`config.mk`:
```
export PLATFORM = sky130hd
export DESIGN_NAME = pfta_ctrl
export DESIGN_NICKNAME = d
export VERILOG_FILES = /design/src/logic/pfta_hold.v /design/src/logic/pfta_ctrl.v
export VERILOG_INCLUDE_DIRS = /design/src /design/src/logic
export SDC_FILE = /design/constraint.sdc
export NUM_CORES = 1
export LEC_CHECK = 0
export BUFFER_PORTS_ARGS = -buffer_cell sky130_fd_sc_hd__buf_2
export CORE_AREA = 10 10 149 151
export DETAILED_ROUTE_END_ITERATION = 10
export DIE_AREA = 0 0 159 161
export GPL_ROUTABILITY_DRIVEN = 0
export PLACE_DENSITY = 0.84
export RECOVER_POWER = 100
export SLEW_MARGIN = 20
export SYNTH_ARGS = -nofsm -noshare
export SYNTH_HDL_FRONTEND = slang
export SYNTH_SLANG_ARGS = --single-unit
```
`constraint.sdc`:
```
create_clock -name mclk_in -period 2.5 [get_ports mclk_in]
set_clock_uncertainty 0.2 [all_clocks]
set_input_delay 0.25 -clock mclk_in [delete_from_list [all_inputs] [get_ports mclk_in]]
set_output_delay 0.25 -clock mclk_in [all_outputs]
set_load 0.02 [all_outputs]
```
`src/logic/pfta_map.vh`:
```
// Register map, field positions and timing constants of the flash sequencer
`ifndef PFTA_MAP_VH
`define PFTA_MAP_VH

// Word register addresses, bus address bits 4:2
`define PFTA_REG_PTR      3'h0
`define PFTA_REG_LATCH    3'h1
`define PFTA_REG_CTRL     3'h2
`define PFTA_REG_UNLOCK   3'h3
`define PFTA_REG_TBLOP    3'h4
`define PFTA_REG_ISTAT    3'h5
`define PFTA_REG_IMASK    3'h6

// Control register fields
`define PFTA_CTRL_FLASH   7
`define PFTA_CTRL_CFG     6
`define PFTA_CTRL_ERASE   4
`define PFTA_CTRL_ABORT   3
`define PFTA_CTRL_ALLOW   2
`define PFTA_CTRL_GO      1

// Table operation register fields
`define PFTA_OP_STORE     0
`define PFTA_OP_VAR_HI    2
`define PFTA_OP_VAR_LO    1
`define PFTA_OP_BUSY      0

// Pointer update variants
`define PFTA_VAR_NONE     2'h0
`define PFTA_VAR_POSTINC  2'h1
`define PFTA_VAR_POSTDEC  2'h2
`define PFTA_VAR_PREINC   2'h3

// Interrupt status fields
`define PFTA_IRQ_DONE     0
`define PFTA_IRQ_BADGO    1

// Unlock sequence
`define PFTA_KEY_FIRST    8'h55
`define PFTA_KEY_SECOND   8'hAA
`define PFTA_UNL_IDLE     2'h0
`define PFTA_UNL_FIRST    2'h1
`define PFTA_UNL_ARMED    2'h2

// Reset values and the pointer step
`define PFTA_HOLD_RESET   8'hFF
`define PFTA_PTR_RESET    22'h00_0000
`define PFTA_LSB_ONE      21'h00_0001

// Long cycle timing
`define PFTA_LONG_TIME_US 2000
`define PFTA_CLK_MHZ      10

`endif

```
`src/logic/pfta_hold.v`:
```
// Eight byte-wide programming holding registers
`timescale 1ns/100ps
module pfta_hold
(
  input  wire        mclk_in,
  input  wire        resetn_in,
  input  wire        wr_en_in,
  input  wire [2:0]  wr_idx_in,
  input  wire [7:0]  wr_data_in,
  input  wire        clear_in,
  output wire [63:0] data_out
);
`include "pfta_map.vh"

  genvar g;
  generate
    for (g = 0; g < 8; g = g + 1)
    begin : g_byte
      reg [7:0] hold;
      always @(posedge mclk_in or negedge resetn_in)
      begin
        if (!resetn_in)
          hold <= `PFTA_HOLD_RESET;
        else if (clear_in)
          hold <= `PFTA_HOLD_RESET;
        else if (wr_en_in && (wr_idx_in == g))
          hold <= wr_data_in;
      end
      assign data_out[8*g+7:8*g] = hold;
    end
  endgenerate

endmodule // pfta_hold

```
`src/logic/pfta_ctrl.v`:
```
// Flash table access, unlock and self-timed erase/program sequencer
//Contract
// Fetch moves one addressed byte into latch
// Pointer adjusts after fetch per variant
// Pointer bit 0 picks low/high byte
// Erase always clears a 64-byte row
// Erase row from pointer bits 21:6
// Software sets space, allow, erase before erase
// Software unlocks 55h then AAh then go
// Long cycle halts CPU, ends by timer
// Row erase stalls about 2 ms
// Programming always acts on 8 bytes
// Store loads holding registers only
// Software starts program via control write
// Holding registers reset to FFh
// FFh holding byte leaves flash unchanged
// Program block from pointer bits 21:3
// Hardware clears go and erase enable
// Completion sets done flag, software clears
// Abort flag on reset or bad start
// Go accepted only right after unlock
`timescale 1ns/100ps
`include "pfta_map.vh"
module pfta_ctrl
#(
  parameter LONG_CYCLES = `PFTA_LONG_TIME_US * `PFTA_CLK_MHZ
)
(
  input  wire        mclk_in,
  input  wire        resetn_in,
  input  wire        por_resetn_in,
  input  wire        wb_cyc_in,
  input  wire        wb_stb_in,
  input  wire        wb_we_in,
  input  wire [7:0]  wb_adr_in,
  input  wire [3:0]  wb_sel_in,
  input  wire [31:0] wb_dat_in,
  output reg  [31:0] wb_dat_out,
  output reg         wb_ack_out,
  input  wire [15:0] flash_rdata_in,
  output reg  [20:0] flash_addr_out,
  output reg         flash_rd_out,
  output reg         flash_erase_out,
  output reg         flash_prog_out,
  output wire [63:0] flash_wdata_out,
  output reg         cpu_stall_out,
  output reg         irq_out
);

  // ==========================================================
  // State encoding
  localparam [3:0] ST_IDLE = 4'h1;
  localparam [3:0] ST_RDW  = 4'h2;
  localparam [3:0] ST_RDC  = 4'h4;
  localparam [3:0] ST_LONG = 4'h8;
  // Timer is 16 bits wide, so the last count is cut to match
  localparam integer LONG_SPAN = LONG_CYCLES - 1;
  localparam [15:0] LONG_LAST = LONG_SPAN[15:0];

  reg  [3:0]  state;
  reg  [21:0] table_pointer;
  reg  [7:0]  table_byte_latch;
  reg         program_allow;
  reg         row_erase_en;
  reg         go;
  reg  [1:0]  unlock_stage;
  reg         long_erase;
  reg  [15:0] timer;
  reg  [1:0]  irq_stat;
  reg  [1:0]  irq_mask;
  reg         byte_sel;
  reg         run_seen;
  // Power-on domain: survives a device reset for tracing
  reg         flash_space_select;
  reg         config_space_select;
  reg         aborted_cycle_flag;
  reg         busy_shadow;

  reg  [31:0] next_rdata;

  // ==========================================================
  // Request decode
  wire        req     = wb_cyc_in & wb_stb_in & ~wb_ack_out;
  wire        idle    = state[0];
  wire [2:0]  reg_sel = wb_adr_in[4:2];
  wire        wr_any  = req & idle & wb_we_in;
  wire        wr_b0   = wr_any & wb_sel_in[0];
  wire        ctrl_wr = wr_b0 & (reg_sel == `PFTA_REG_CTRL);
  wire        op_wr   = wr_b0 & (reg_sel == `PFTA_REG_TBLOP);
  wire        unl_wr  = wr_b0 & (reg_sel == `PFTA_REG_UNLOCK);
  wire [1:0]  req_var = wb_dat_in[`PFTA_OP_VAR_HI:`PFTA_OP_VAR_LO];
  wire        is_store = wb_dat_in[`PFTA_OP_STORE];

  // Pointer arithmetic touches the low 21 bits only
  wire [21:0] ptr_inc = {table_pointer[21],
                         table_pointer[20:0] + `PFTA_LSB_ONE};
  wire [21:0] ptr_dec = {table_pointer[21],
                         table_pointer[20:0] - `PFTA_LSB_ONE};
  wire [21:0] eff_ptr = (req_var == `PFTA_VAR_PREINC) ? ptr_inc
                                                      : table_pointer;
  wire [21:0] next_ptr = (req_var == `PFTA_VAR_NONE)    ? table_pointer :
                         (req_var == `PFTA_VAR_POSTDEC) ? ptr_dec
                                                        : ptr_inc;

  // Go needs the armed unlock and a sane flash-space setup
  wire go_req  = ctrl_wr & wb_dat_in[`PFTA_CTRL_GO];
  wire go_ok   = (unlock_stage == `PFTA_UNL_ARMED)
               & wb_dat_in[`PFTA_CTRL_ALLOW]
               & wb_dat_in[`PFTA_CTRL_FLASH]
               & ~wb_dat_in[`PFTA_CTRL_CFG];
  wire start_long = go_req & go_ok & ~go;
  wire bad_go     = go_req & ~go & ~go_ok;
  wire end_long   = state[3] & (timer == LONG_LAST);
  wire store_now  = op_wr & is_store;
  wire reset_abort = ~run_seen & busy_shadow;

  pfta_hold u_hold
  (
    .mclk_in    (mclk_in),
    .resetn_in  (resetn_in),
    .wr_en_in   (store_now),
    .wr_idx_in  (eff_ptr[2:0]),
    .wr_data_in (table_byte_latch),
    .clear_in   (end_long & ~long_erase),
    .data_out   (flash_wdata_out)
  );

  // ==========================================================
  // Read data mux
  always @*
  begin
    next_rdata = 32'h0000_0000;
    case (reg_sel)
      `PFTA_REG_PTR:   next_rdata[21:0] = table_pointer;
      `PFTA_REG_LATCH: next_rdata[7:0]  = table_byte_latch;
      `PFTA_REG_CTRL:
      begin
        next_rdata[`PFTA_CTRL_FLASH] = flash_space_select;
        next_rdata[`PFTA_CTRL_CFG]   = config_space_select;
        next_rdata[`PFTA_CTRL_ERASE] = row_erase_en;
        next_rdata[`PFTA_CTRL_ABORT] = aborted_cycle_flag;
        next_rdata[`PFTA_CTRL_ALLOW] = program_allow;
        next_rdata[`PFTA_CTRL_GO]    = go;
      end
      `PFTA_REG_TBLOP: next_rdata[`PFTA_OP_BUSY] = ~idle;
      `PFTA_REG_ISTAT: next_rdata[1:0] = irq_stat;
      `PFTA_REG_IMASK: next_rdata[1:0] = irq_mask;
      default:         next_rdata = 32'h0000_0000;
    endcase
  end

  // ==========================================================
  // Bits kept across a device reset
  always @(posedge mclk_in or negedge por_resetn_in)
  begin
    if (!por_resetn_in)
    begin
      flash_space_select  <= 1'b0;
      config_space_select <= 1'b0;
      aborted_cycle_flag  <= 1'b0;
      busy_shadow         <= 1'b0;
    end
    else
    begin
      if (ctrl_wr)
      begin
        flash_space_select  <= wb_dat_in[`PFTA_CTRL_FLASH];
        config_space_select <= wb_dat_in[`PFTA_CTRL_CFG];
      end
      if (reset_abort | bad_go)
        aborted_cycle_flag <= 1'b1;
      else if (end_long)
        aborted_cycle_flag <= 1'b0;
      else if (ctrl_wr)
        aborted_cycle_flag <= wb_dat_in[`PFTA_CTRL_ABORT];
      if (start_long)
        busy_shadow <= 1'b1;
      else if (end_long | reset_abort)
        busy_shadow <= 1'b0;
    end
  end

  // ==========================================================
  // Main sequencer and register file
  always @(posedge mclk_in or negedge resetn_in)
  begin
    if (!resetn_in)
    begin
      state            <= ST_IDLE;
      table_pointer    <= `PFTA_PTR_RESET;
      table_byte_latch <= 8'h00;
      program_allow    <= 1'b0;
      row_erase_en     <= 1'b0;
      go               <= 1'b0;
      unlock_stage     <= `PFTA_UNL_IDLE;
      long_erase       <= 1'b0;
      timer            <= 16'h0000;
      irq_stat         <= 2'h0;
      irq_mask         <= 2'h0;
      byte_sel         <= 1'b0;
      run_seen         <= 1'b0;
      wb_dat_out       <= 32'h0000_0000;
      wb_ack_out       <= 1'b0;
      flash_addr_out   <= 21'h00_0000;
      flash_rd_out     <= 1'b0;
      flash_erase_out  <= 1'b0;
      flash_prog_out   <= 1'b0;
      cpu_stall_out    <= 1'b0;
      irq_out          <= 1'b0;
    end
    else
    begin
      run_seen        <= 1'b1;
      wb_ack_out      <= 1'b0;
      flash_rd_out    <= 1'b0;
      flash_erase_out <= 1'b0;
      flash_prog_out  <= 1'b0;
      irq_out         <= |(irq_stat & irq_mask);

      // Any write other than the next key breaks the unlock chain
      if (wr_any)
      begin
        if (unl_wr && wb_dat_in[7:0] == `PFTA_KEY_FIRST)
          unlock_stage <= `PFTA_UNL_FIRST;
        else if (unl_wr && wb_dat_in[7:0] == `PFTA_KEY_SECOND &&
                 unlock_stage == `PFTA_UNL_FIRST)
          unlock_stage <= `PFTA_UNL_ARMED;
        else
          unlock_stage <= `PFTA_UNL_IDLE;
      end

      // Sticky events: set beats the write-one clear
      irq_stat[`PFTA_IRQ_DONE]  <= end_long | (irq_stat[`PFTA_IRQ_DONE] &
        ~(wr_b0 && reg_sel == `PFTA_REG_ISTAT &&
          wb_dat_in[`PFTA_IRQ_DONE]));
      irq_stat[`PFTA_IRQ_BADGO] <= bad_go | (irq_stat[`PFTA_IRQ_BADGO] &
        ~(wr_b0 && reg_sel == `PFTA_REG_ISTAT &&
          wb_dat_in[`PFTA_IRQ_BADGO]));

      case (state)
        ST_IDLE:
        begin
          if (req && !start_long && !(op_wr && !is_store))
          begin
            wb_ack_out <= 1'b1;
            wb_dat_out <= wb_we_in ? 32'h0000_0000 : next_rdata;
          end
          if (wr_any && reg_sel == `PFTA_REG_PTR)
          begin
            if (wb_sel_in[0])
              table_pointer[7:0] <= wb_dat_in[7:0];
            if (wb_sel_in[1])
              table_pointer[15:8] <= wb_dat_in[15:8];
            if (wb_sel_in[2])
              table_pointer[21:16] <= wb_dat_in[21:16];
          end
          if (wr_b0 && reg_sel == `PFTA_REG_LATCH)
            table_byte_latch <= wb_dat_in[7:0];
          if (wr_b0 && reg_sel == `PFTA_REG_IMASK)
            irq_mask <= wb_dat_in[1:0];
          if (ctrl_wr)
          begin
            program_allow <= wb_dat_in[`PFTA_CTRL_ALLOW];
            row_erase_en  <= wb_dat_in[`PFTA_CTRL_ERASE];
          end
          if (store_now)
            table_pointer <= next_ptr;
          if (op_wr && !is_store)
          begin
            flash_addr_out <= eff_ptr[21:1];
            byte_sel       <= eff_ptr[0];
            table_pointer  <= next_ptr;
            flash_rd_out   <= 1'b1;
            state          <= ST_RDW;
          end
          if (start_long)
          begin
            go            <= 1'b1;
            long_erase    <= wb_dat_in[`PFTA_CTRL_ERASE];
            timer         <= 16'h0000;
            cpu_stall_out <= 1'b1;
            if (wb_dat_in[`PFTA_CTRL_ERASE])
            begin
              flash_addr_out  <= {table_pointer[21:6], 5'h00};
              flash_erase_out <= 1'b1;
            end
            else
            begin
              flash_addr_out <= {table_pointer[21:3], 2'h0};
              flash_prog_out <= 1'b1;
            end
            state <= ST_LONG;
          end
        end
        ST_RDW:
          state <= ST_RDC;
        ST_RDC:
        begin
          table_byte_latch <= byte_sel ? flash_rdata_in[15:8]
                                       : flash_rdata_in[7:0];
          wb_ack_out <= 1'b1;
          wb_dat_out <= 32'h0000_0000;
          state      <= ST_IDLE;
        end
        ST_LONG:
        begin
          timer <= timer + 16'h0001;
          if (end_long)
          begin
            go            <= 1'b0;
            if (long_erase)
              row_erase_en <= 1'b0;
            cpu_stall_out <= 1'b0;
            wb_ack_out    <= 1'b1;
            wb_dat_out    <= 32'h0000_0000;
            state         <= ST_IDLE;
          end
        end
        default:
          state <= ST_IDLE;
      endcase
    end
  end

endmodule // pfta_ctrl

```
## Yosys cells after proc, flatten, opt, wreduce, memory -nomap -nowiden

Cells that the tools add are included.

- Input bits: 66
- Flip-flop bits (word level): 188
- Word-level logic and storage cells: 235
- Output and inout bits: 123

- Reductions and logical operators: 59
- Add/sub/neg operators: 3
- Bitwise logic cells: 36
- Muxes and demuxes: 72
- Eq/ne operators: 31

Operators with widths:

| cell | number |
|---|---|
| two-way mux 8 bit | 20 |
| two-way mux 21 bit | 5 |
| one-hot mux 32 bit (3 select lines) | 1 |
| two-way mux 22 bit | 4 |
| two-way mux 32 bit | 2 |
| one-hot mux 16 bit (2 select lines) | 1 |
| nonzero test 2 bit | 12 |
| AND 1 bit | 22 |
| adder 21 x 1 -> 21 bit, second input constant | 1 |
| equality test 3 bit, second input constant | 7 |
| subtractor 21 x 1 -> 21 bit, second input constant | 1 |
| logical AND 1 bit | 20 |
| two-way mux 1 bit | 20 |
| nonzero test 3 bit | 6 |
| adder 16 x 1 -> 16 bit, second input constant | 1 |
| equality test 16 x 15 -> 1 bit, second input constant | 1 |
| two-way mux 16 bit | 1 |
| one-hot mux 8 bit (2 select lines) | 1 |
| AND reduction 2 bit | 8 |
| AND reduction 3 bit | 5 |
| two-way mux 14 bit | 1 |
| equality test 3 x 2 -> 1 bit, second input constant | 4 |
| two-way mux 4 bit | 3 |
| inequality test 2 bit, second input constant | 6 |
| other kinds (27) | 48 |

## Depth between registers and ports, before layout

Gate-level depths: netlist (run 1).

- Word-level depth: 14
- Depth in mapped cells: 9
- Mapped depth without buffers: 7

## Hierarchy

A second synthesis (run 1) with hierarchy kept.

- Cells, all modules: 982
- Area total of the unflattened synthesis: 9455.3 um2

By module, submodules not included:

| module | cells an instance | instances | area an instance (um2) | sequential area each (um2) |
|---|---|---|---|---|
| pfta_ctrl | 759 | 1 | 6708.9 | 2854.0 |
| pfta_hold | 223 | 1 | 2746.4 | 1681.6 |

## Worst setup path after synthesis (run 1)

OpenSTA, ideal clock, no wires.

- Path kind: register to register
- Start point: register state[0]
- End point: register wb_dat_out[4]
- Setup slack: -41 ps
- Stages on the path, launching flop included: 8
- Data arrival time: 2213 ps
- Data required time: 2172 ps
- Library setup time: 128 ps
- Clock period less this slack: 2541 ps
- Buffers on the path: 2
- Cells stage by stage: dfstp_2 buf_2 nand3_1 nor2_2 a311oi_1 a211oi_2 buf_4 mux2_1

- Cells in the longest elaborated chain, start to end: 12
- Elaborated cells between the ends (all ways): 21
- Those cells by class: eq/ne (5); mux (1); bitwise (8); reduce/logical (7)

RTL lines:

| element | line | RTL |
|---|---|---|
| start, declared | pfta_ctrl.v:60 | `reg [3:0] state;` |
| start signal, assigned | pfta_ctrl.v:189 | `state <= ST_IDLE;` |
| start signal, assigned | pfta_ctrl.v:274 | `state <= ST_RDW;` |
| start signal, assigned | pfta_ctrl.v:292 | `state <= ST_LONG;` |
| AND 1 bit (2 in a row) | pfta_ctrl.v:86 | `wire wr_any = req & idle & wb_we_in;` |
| AND 1 bit | pfta_ctrl.v:87 | `wire wr_b0 = wr_any & wb_sel_in[0];` |
| AND 1 bit | pfta_ctrl.v:88 | `` wire ctrl_wr = wr_b0 & (reg_sel == `PFTA_REG_CTRL); `` |
| AND 1 bit | pfta_ctrl.v:106 | `` wire go_req = ctrl_wr & wb_dat_in[`PFTA_CTRL_GO]; `` |
| AND 1 bit (2 in a row) | pfta_ctrl.v:111 | `wire start_long = go_req & go_ok & ~go;` |
| zero test 1 bit | pfta_ctrl.v:243 | `if (req && !start_long && !(op_wr && !is_store))` |
| logical AND 1 bit (2 in a row) | pfta_ctrl.v:243 |  |
| inequality test 2 bit (no source line) | -- |  |
| AND reduction 3 bit (no source line) | -- |  |
| end signal, assigned | pfta_ctrl.v:246 | `wb_dat_out <= wb_we_in ? 32'h0000_0000 : next_rdata;` |
| end, declared | pfta_ctrl.v:38 | `output reg [31:0] wb_dat_out,` |

Parallel ways exist; a longest one is shown, timed or not.
A chain may end at the register's enable or synchronous reset.

## Worst setup path in the final report (run 1)

- Start point: register state[0]
- End point: register table_pointer[21]

- Cells in the longest elaborated chain, start to end: 7
- Elaborated cells between the ends (all ways): 13
- Those cells by class: eq/ne (1); mux (2); bitwise (5); reduce/logical (5)

RTL lines:

| element | line | RTL |
|---|---|---|
| AND 1 bit (2 in a row) | pfta_ctrl.v:86 |  |
| AND 1 bit | pfta_ctrl.v:87 |  |
| AND 1 bit | pfta_ctrl.v:89 | `` wire op_wr = wr_b0 & (reg_sel == `PFTA_REG_TBLOP); `` |
| AND 1 bit or logical AND 1 bit (tied branches) | pfta_ctrl.v:114, pfta_ctrl.v:268 |  |
| nonzero test 3 bit (no source line) or two-way mux 22 bit (tied branches) | -- |  |
| AND reduction 3 bit (no source line) or two-way mux 22 bit (tied branches) | -- |  |
| end signal, assigned | pfta_ctrl.v:190 | `` table_pointer <= `PFTA_PTR_RESET; `` |
| end signal, assigned | pfta_ctrl.v:255 | `table_pointer[21:16] <= wb_dat_in[21:16];` |
| end signal, assigned | pfta_ctrl.v:267 | `table_pointer <= next_ptr;` |
| end, declared | pfta_ctrl.v:61 | `reg [21:0] table_pointer;` |

Parallel ways exist; a longest one is shown, timed or not.

==> out/results.ini, run 1 <==
[status]
outcome=finished with violations
violations=capacitance limit

[sta]
slew_headroom_pct=0.355
grt_setup_unrepaired=yes
fin_crit_ps=2490
finalSetupViolCount=0
final_max_slew_viol_count=0
final.period_utilization_pct=99.5
finalHoldViolCount=0
max_slew.worst_pin.slew_ps=1490
timing.fmax_ghz=0.402
hold_ws_ps=20.1

[detailed_routing]
drtPass1Iterations=9
drcViolationCount=0
routed_wl_um=32200
via_count=9466
final_antenna_net_count=0
vias_per_cell=6.22
drt_iter0_drc=1380
wl_per_cell_um=21.2

[global_routing]
grt_pass1_vias=9307
grt_start_max_net_pins=64
overflow=0
grt.total_usage_pct=23.8
grt_pass1_wl_um=49900
antenna_found_initial=2

[worst_setup_path]
critPathCaptureType=register
arrival_ps=2610
crit_path_start_kind=register
crit_fanout=9
reg2regPathDepth=5
crit_type=register to register
required_ps=2620

[final_layout]
mostFrequentLayoutCells=clkbuf_1, dfrtp_1, a21oi_1
regArea_mm2=0.00454
final_core_util_pct=62.8
fillers=1534
multi_input_area_mm2=0.00467
final_common_cell=clkbuf_1
nets=1311
area_delta_synth_final_pct=25.5
drive_gt1_share_pct=23.5

[clock_network]
cts-root-buf=clkbuf_16
cts_sinks=178
tritoncts=done
cts_buffer_depth=2
htreeDepth=4
cts.reportedPaths.clkPinSlew_ps=70
insertion_delay_ps=440
numCtsBuffers=17

[power]
total_leakage_power_nw=5.12
peakVddDrop_v=0.000522
powerDensity_mw_per_mm2=503

[min_path]
min_path_cells=3
worstHoldPathType=input port to register

[synth]
synth_area_mm2=0.00962
ys_async_sr_fraction_pct=100
synth-edff-count=0
ys.flop_type=dfrtp_1
ys_ff_latch=178
ys_warn_count=0
synth.distinct_cells=84
synth_cells=1014
avgSynthCellArea_um2=9.49
yosysSeqAreaShare_pct=47.2

[flow_run]
maxCapViolCount=1

[die]
ioPinCount=189
core.rowCount=51
die_y_um=161
die_w_um=159
die_area_mm2=0.0256
start_util_pct=50.1
core_area_mm2=0.0192

[place]
dpl.hpwl_um=22000
port_buffers=162

==> final timing paths <==
check | start | endpoint | slack, ps
setup / recovery | state[0] | table_pointer[21] | 10
hold / removal | wb_dat_in[8] | table_pointer[8] | 20
setup reg to reg | state[0] | table_pointer[21] | 10
hold reg to reg | flash_addr_out[20] | flash_addr_out[20] | 270
max in group asynchronous | resetn_in | flash_addr_out[9] | 330
min in group asynchronous | por_resetn_in | flash_space_select | 520
==> per-layer routing <==
layer | GRT usage (%) | vias up | routed length, um
met3 | 7.85 | 151 | 3550
met5 | 0 | - | 13
met4 | 10.3 | 2 | 1330
met2 | 37.8 | 662 | 14800
met1 | 29.1 | 4526 | 12500
li1 | - | 4125 | -
==> flip-flops by register name, indices dropped and copies added, names as in the netlist, 2 cells and up <==
register,flops
state,4
table_byte_latch,8
table_pointer,22
irq_mask,2
wb_dat_out,22
irq_stat,2
timer,16
u_hold.g_byte.hold,64
unlock_stage,2
flash_addr_out,21
==> stage by stage <==
| step | worst slack, ps | cell area [um2] | setup TNS, ps | total power [mW] | instances |
|---|---|---|---|---|---|
| global route | -104 | 12100 | -1710 | 6.25 | 1521 |
| floorplan | 44.7 | 9660 | 0 | 3.08 | 1023 |
| CTS | 2.55 | 12100 | 0 | 6.09 | 1513 |
| finish | 12.8 | 12100 | 0 | 6.07 | 1521 |
| global placement | 8.72 | 11200 | 0 | 3.25 | 1451 |
| detailed placement | -110 | 11200 | -1850 | 3.26 | 1451 |
==> what timing repair did <==
item / 4_1_cts / 5_1_grt
endpoints found under the setup margin: 49 / 109
pin swaps: 0 / 6
buffers inserted: 0 / 6
hold buffers: 30 / 0
resized for setup: 5 / 22
endpoints found under the hold margin: 87 / 0
gates cloned: 0 / 1
==> cells by family after synthesis <==
logic type | synth area share (%)
mux | 7.86
fa+ha+maj | 0.390
buf+inv | 5.83
compound gates | 14.8
xor+xnor | 2.09
flops | 47.2
simple gates | 21.8
other cells | 0.0781
==> power breakdown <==
part / internal, mW / switching [mW] / total, mW
clock network: 1.56 / 1.27 / 2.83
logic: 0.120 / 0.219 / 0.340
registers: 2.90 / 0.00690 / 2.90
total: 4.58 / 1.49 / 6.07
==> cell usage after synthesis (all sizes together), types with 7 or more instances <==
master,n,share of area (%)
mux2,18,2.1
dfrtp,113,29
clkbuf,43,1.7
o21ai,29,1.5
o22ai,7,0.46
and4,10,0.91
xnor2,19,1.7
a2111oi,10,0.91
nor4,11,0.91
a31oi,11,0.72
a21oi,110,5.7
mux2i,53,5.5
buf,49,3.0
nand4,20,1.4
a211oi,8,0.68
and3,10,0.65
nor2,78,3.2
inv,29,1.1
dfstp,65,18
nand3,29,1.5
nand2,76,3.0
nor3,97,5.6
==> worst max-delay path: stages (launching register included) <==
cell and delay (ps):
dfstp_2 550, buf_6 130, or4bb_1 410, or4_4 580, nor2_2 150, mux2_2 350
==> final cells by class <==
class / count / share of cell area [%]
multi-input cells: 724 / 38.7
diodes: 1 / 0.0207
flip-flops and latches: 178 / 37.6
repair buffers: 292 / 14.9
clock inverters: 11 / 1.10
clock buffers: 21 / 4.07
inverters: 29 / 0.902
well taps: 265 / 2.75
No activity file was read; power rests on OpenSTA's default activity.
==> inputs of run 2 (changes only) <==
CORE_AREA = 2 2 141 143   (was 10 10 149 151)
DIE_AREA = 0 0 143 145   (was 0 0 159 161)
GPL_ROUTABILITY_DRIVEN = unset   (was 0)
==> run 2 against run 1 <==
Against the previous run:
- the flow finishes with violations (capacitance limit, slew limit)
- cell count unchanged
- wire length fell by 9.0%
- critical path type unchanged
- first-iteration DRC count decreased by 32%
- critical endpoint is now table_byte_latch[7]
- power fell by 3.4%
- hold slack better by 5.6 ps
- core utilization decreased by 0.27 points
- final area down 0.42%
- flip-flop and latch count stayed put
- via count decreased by 3.8%
- sequential power barely moved
- non-clock buffer count up 2
==> out/results.ini, run 2 (same netlist as run 1, synthesis figures left out) <==
[clock_network]
htreeDepth=4  ; unchanged
cts-root-buf=clkbuf_16
cts_sinks=178  ; unchanged
numCtsBuffers=17  ; unchanged
cts.reportedPaths.clkPinSlew_ps=70  ; about the same
insertion_delay_ps=430  ; about the same
cts_buffer_depth=2  ; unchanged
tritoncts=done

[min_path]
worstHoldPathType=input port to register

[worst_setup_path]
crit_path_start_kind=register
arrival_ps=2600  ; about the same
reg2reg_to=table_byte_latch[7]
crit_fanout=8  ; -1
crit_type=register to register
reg2regPathDepth=6  ; +1
critPathCaptureType=register
cp_slowest_cell=dfstp_2
slowest_delay_ps=540  ; -40 ps
crit_path_frequent_cell=mux2i_1
cp_cell_sequence=or4b_4 > nor3_4 > and4b_1 > buf_12 > mux2i_1 > mux2i_1
required_ps=2600  ; -20 ps
critPathCapture=table_byte_latch[7]
ff2ff_setup_slack_ps=2  ; about the same
r2r-start=state[0]
cp-startpoint=state[0]

[detailed_routing]
drt_iter0_drc=943  ; -32%
vias_per_cell=5.99  ; -3.8%
via_count=9109  ; -3.8%
routed_wl_um=29300  ; -9.0%
final_antenna_net_count=0  ; unchanged
drtPass1Iterations=8  ; -1
drcViolationCount=0  ; unchanged
wl_per_cell_um=19.3  ; -9.0%

[die]
core_area_mm2=0.0192  ; unchanged
die_w_um=143  ; -10%
start_util_pct=50.1  ; unchanged
die_y_um=145  ; -9.9%
die_area_mm2=0.0207  ; -19%
core.rowCount=51  ; unchanged
ioPinCount=189  ; unchanged

[final_layout]
nets=1313  ; +0.15%
regMostFlops=u_hold.g_byte.hold
mostFrequentLayoutCells=clkbuf_1, dfrtp_1, a21oi_1
area_delta_synth_final_pct=25.0
drive_gt1_share_pct=24.0  ; +0.54 points
fillers=1587  ; +3.5%
final_common_cell=clkbuf_1
top_regs=u_hold.g_byte.hold x64, table_pointer x22, wb_dat_out x22
largest_reg_flops=64  ; unchanged
diodes=0  ; -1

[sta]
slew_headroom_pct=-16.6  ; -17 points
final.period_utilization_pct=99.9  ; +0.44 points
grt_setup_unrepaired=yes
max_slew.worst_pin.slew_ps=1750  ; +254 ps
hold_ws_ps=25.6  ; +5.59 ps
final_max_slew_viol_count=67  ; +67
finalSetupViolCount=0  ; unchanged
fin_crit_ps=2500  ; +11.0 ps
finalHoldViolCount=0  ; unchanged
timing.fmax_ghz=0.400  ; -0.44%

[power]
powerDensity_mw_per_mm2=488  ; -3.0%
total_leakage_power_nw=5.12  ; about the same
power_mw=5.86  ; -3.4%
peakVddDrop_v=0.000492  ; -5.7%

[place]
dpl.hpwl_um=20400  ; -7.3%
port_buffers=162  ; unchanged
routabilityCongestion=0.966

[status]
violations=capacitance limit, slew limit
outcome=finished with violations

[global_routing]
grt_start_max_net_pins=68  ; +6.3%
overflow=0  ; unchanged
grt_pass1_vias=8726  ; -6.2%
antenna_found_initial=0  ; -2
grt_pass1_wl_um=46000  ; -8.0%
grt.total_usage_pct=28.1  ; +4.3 points

[flow_run]
maxCapViolCount=1  ; unchanged

run 2: cell types whose count changed in the layout (fill, tap and decap cells not counted), moves of 3 or more:
cell | before | now
clkbuf_2 | 6 | 2
buf_4 | 75 | 91
clkbuf_4 | 3 | 0
nor3_2 | 5 | 8
clkbuf_1 | 119 | 114
run 2: layout make-up:
type	instances	area, um2	share of cell area (%)
Tap cell	265	332	2.76
Clock buffer	20	489	4.07
Multi-Input combinational cell	724	4640	38.6
Clock inverter	11	90.1	0.749
Inverter	29	109	0.906
Sequential cell	178	4540	37.7
Timing Repair Buffer	294	1830	15.2
run 2: metrics by stage:
step / TNS (ps) / cells / utilization [%] / setup slack (ps) / instance area, um2
after floorplan: 0 / 1023 / - / 44.7 / 9660
after global placement: -547 / 1458 / 58.3 / -62.5 / 11200
after detailed placement: -1500 / 1458 / 58.3 / -118 / 11200
after CTS: 0 / 1519 / 62.9 / 4.32 / 12100
after global routing: -255 / 1521 / 62.6 / -40.9 / 12000
final: 0 / 1521 / 62.6 / 1.73 / 12000
run 2: timing repair:
| action | in CTS | in global routing |
|---|---|---|
| hold buffers | 29 | 0 |
| setup endpoints to repair | 32 | 57 |
| pin swaps | 1 | 2 |
| buffers inserted | 1 | 2 |
| endpoints found under the hold margin | 68 | 0 |
| resized for setup | 2 | 14 |
run 2: worst min-delay path by stage:
| stage | from | to | slack, ps | depth (start not counted) |
|---|---|---|---|---|
| 5_1_grt | wb_dat_in[14] | table_pointer[14] | 20 | 4 |
| 3_3_place_gp | por_resetn_in | flash_space_select | -140 | 1 |
| 2_1_floorplan | por_resetn_in | aborted_cycle_flag | -250 | 0 |
| 4_1_cts | flash_rdata_in[0] | table_byte_latch[0] | 7 | 3 |
| 6_report | flash_rdata_in[0] | table_byte_latch[0] | 30 | 3 |
| 3_5_place_dp | por_resetn_in | flash_space_select | -140 | 1 |
run 2: report_power, final:
| part | switching (mW) | internal [mW] |
|---|---|---|
| Clock | 1.19 | 1.43 |
| Combinational | 0.215 | 0.120 |
| Sequential | 0.00674 | 2.90 |
| Total | 1.41 | 4.45 |
run 2: worst max-delay path: cells and delay by family, from the launching register on:
family                 cells  cell delay, ps
AND/OR/NAND/NOR            3            1130
flip-flops                 1             540
multiplexers               2             330
buffers and inverters      1             150
run 2: per-layer routing:
metal | global-route usage, % | share of wire, % | vias up | wire [um]
li1 | - | - | 4119 | -
met1 | 37.5 | 41 | 4375 | 11900
met2 | 43.6 | 46 | 524 | 13500
met3 | 7.36 | 9.4 | 91 | 2770
met4 | 11.4 | 3.8 | 0 | 1100
met5 | 0 | 0 | - | 0
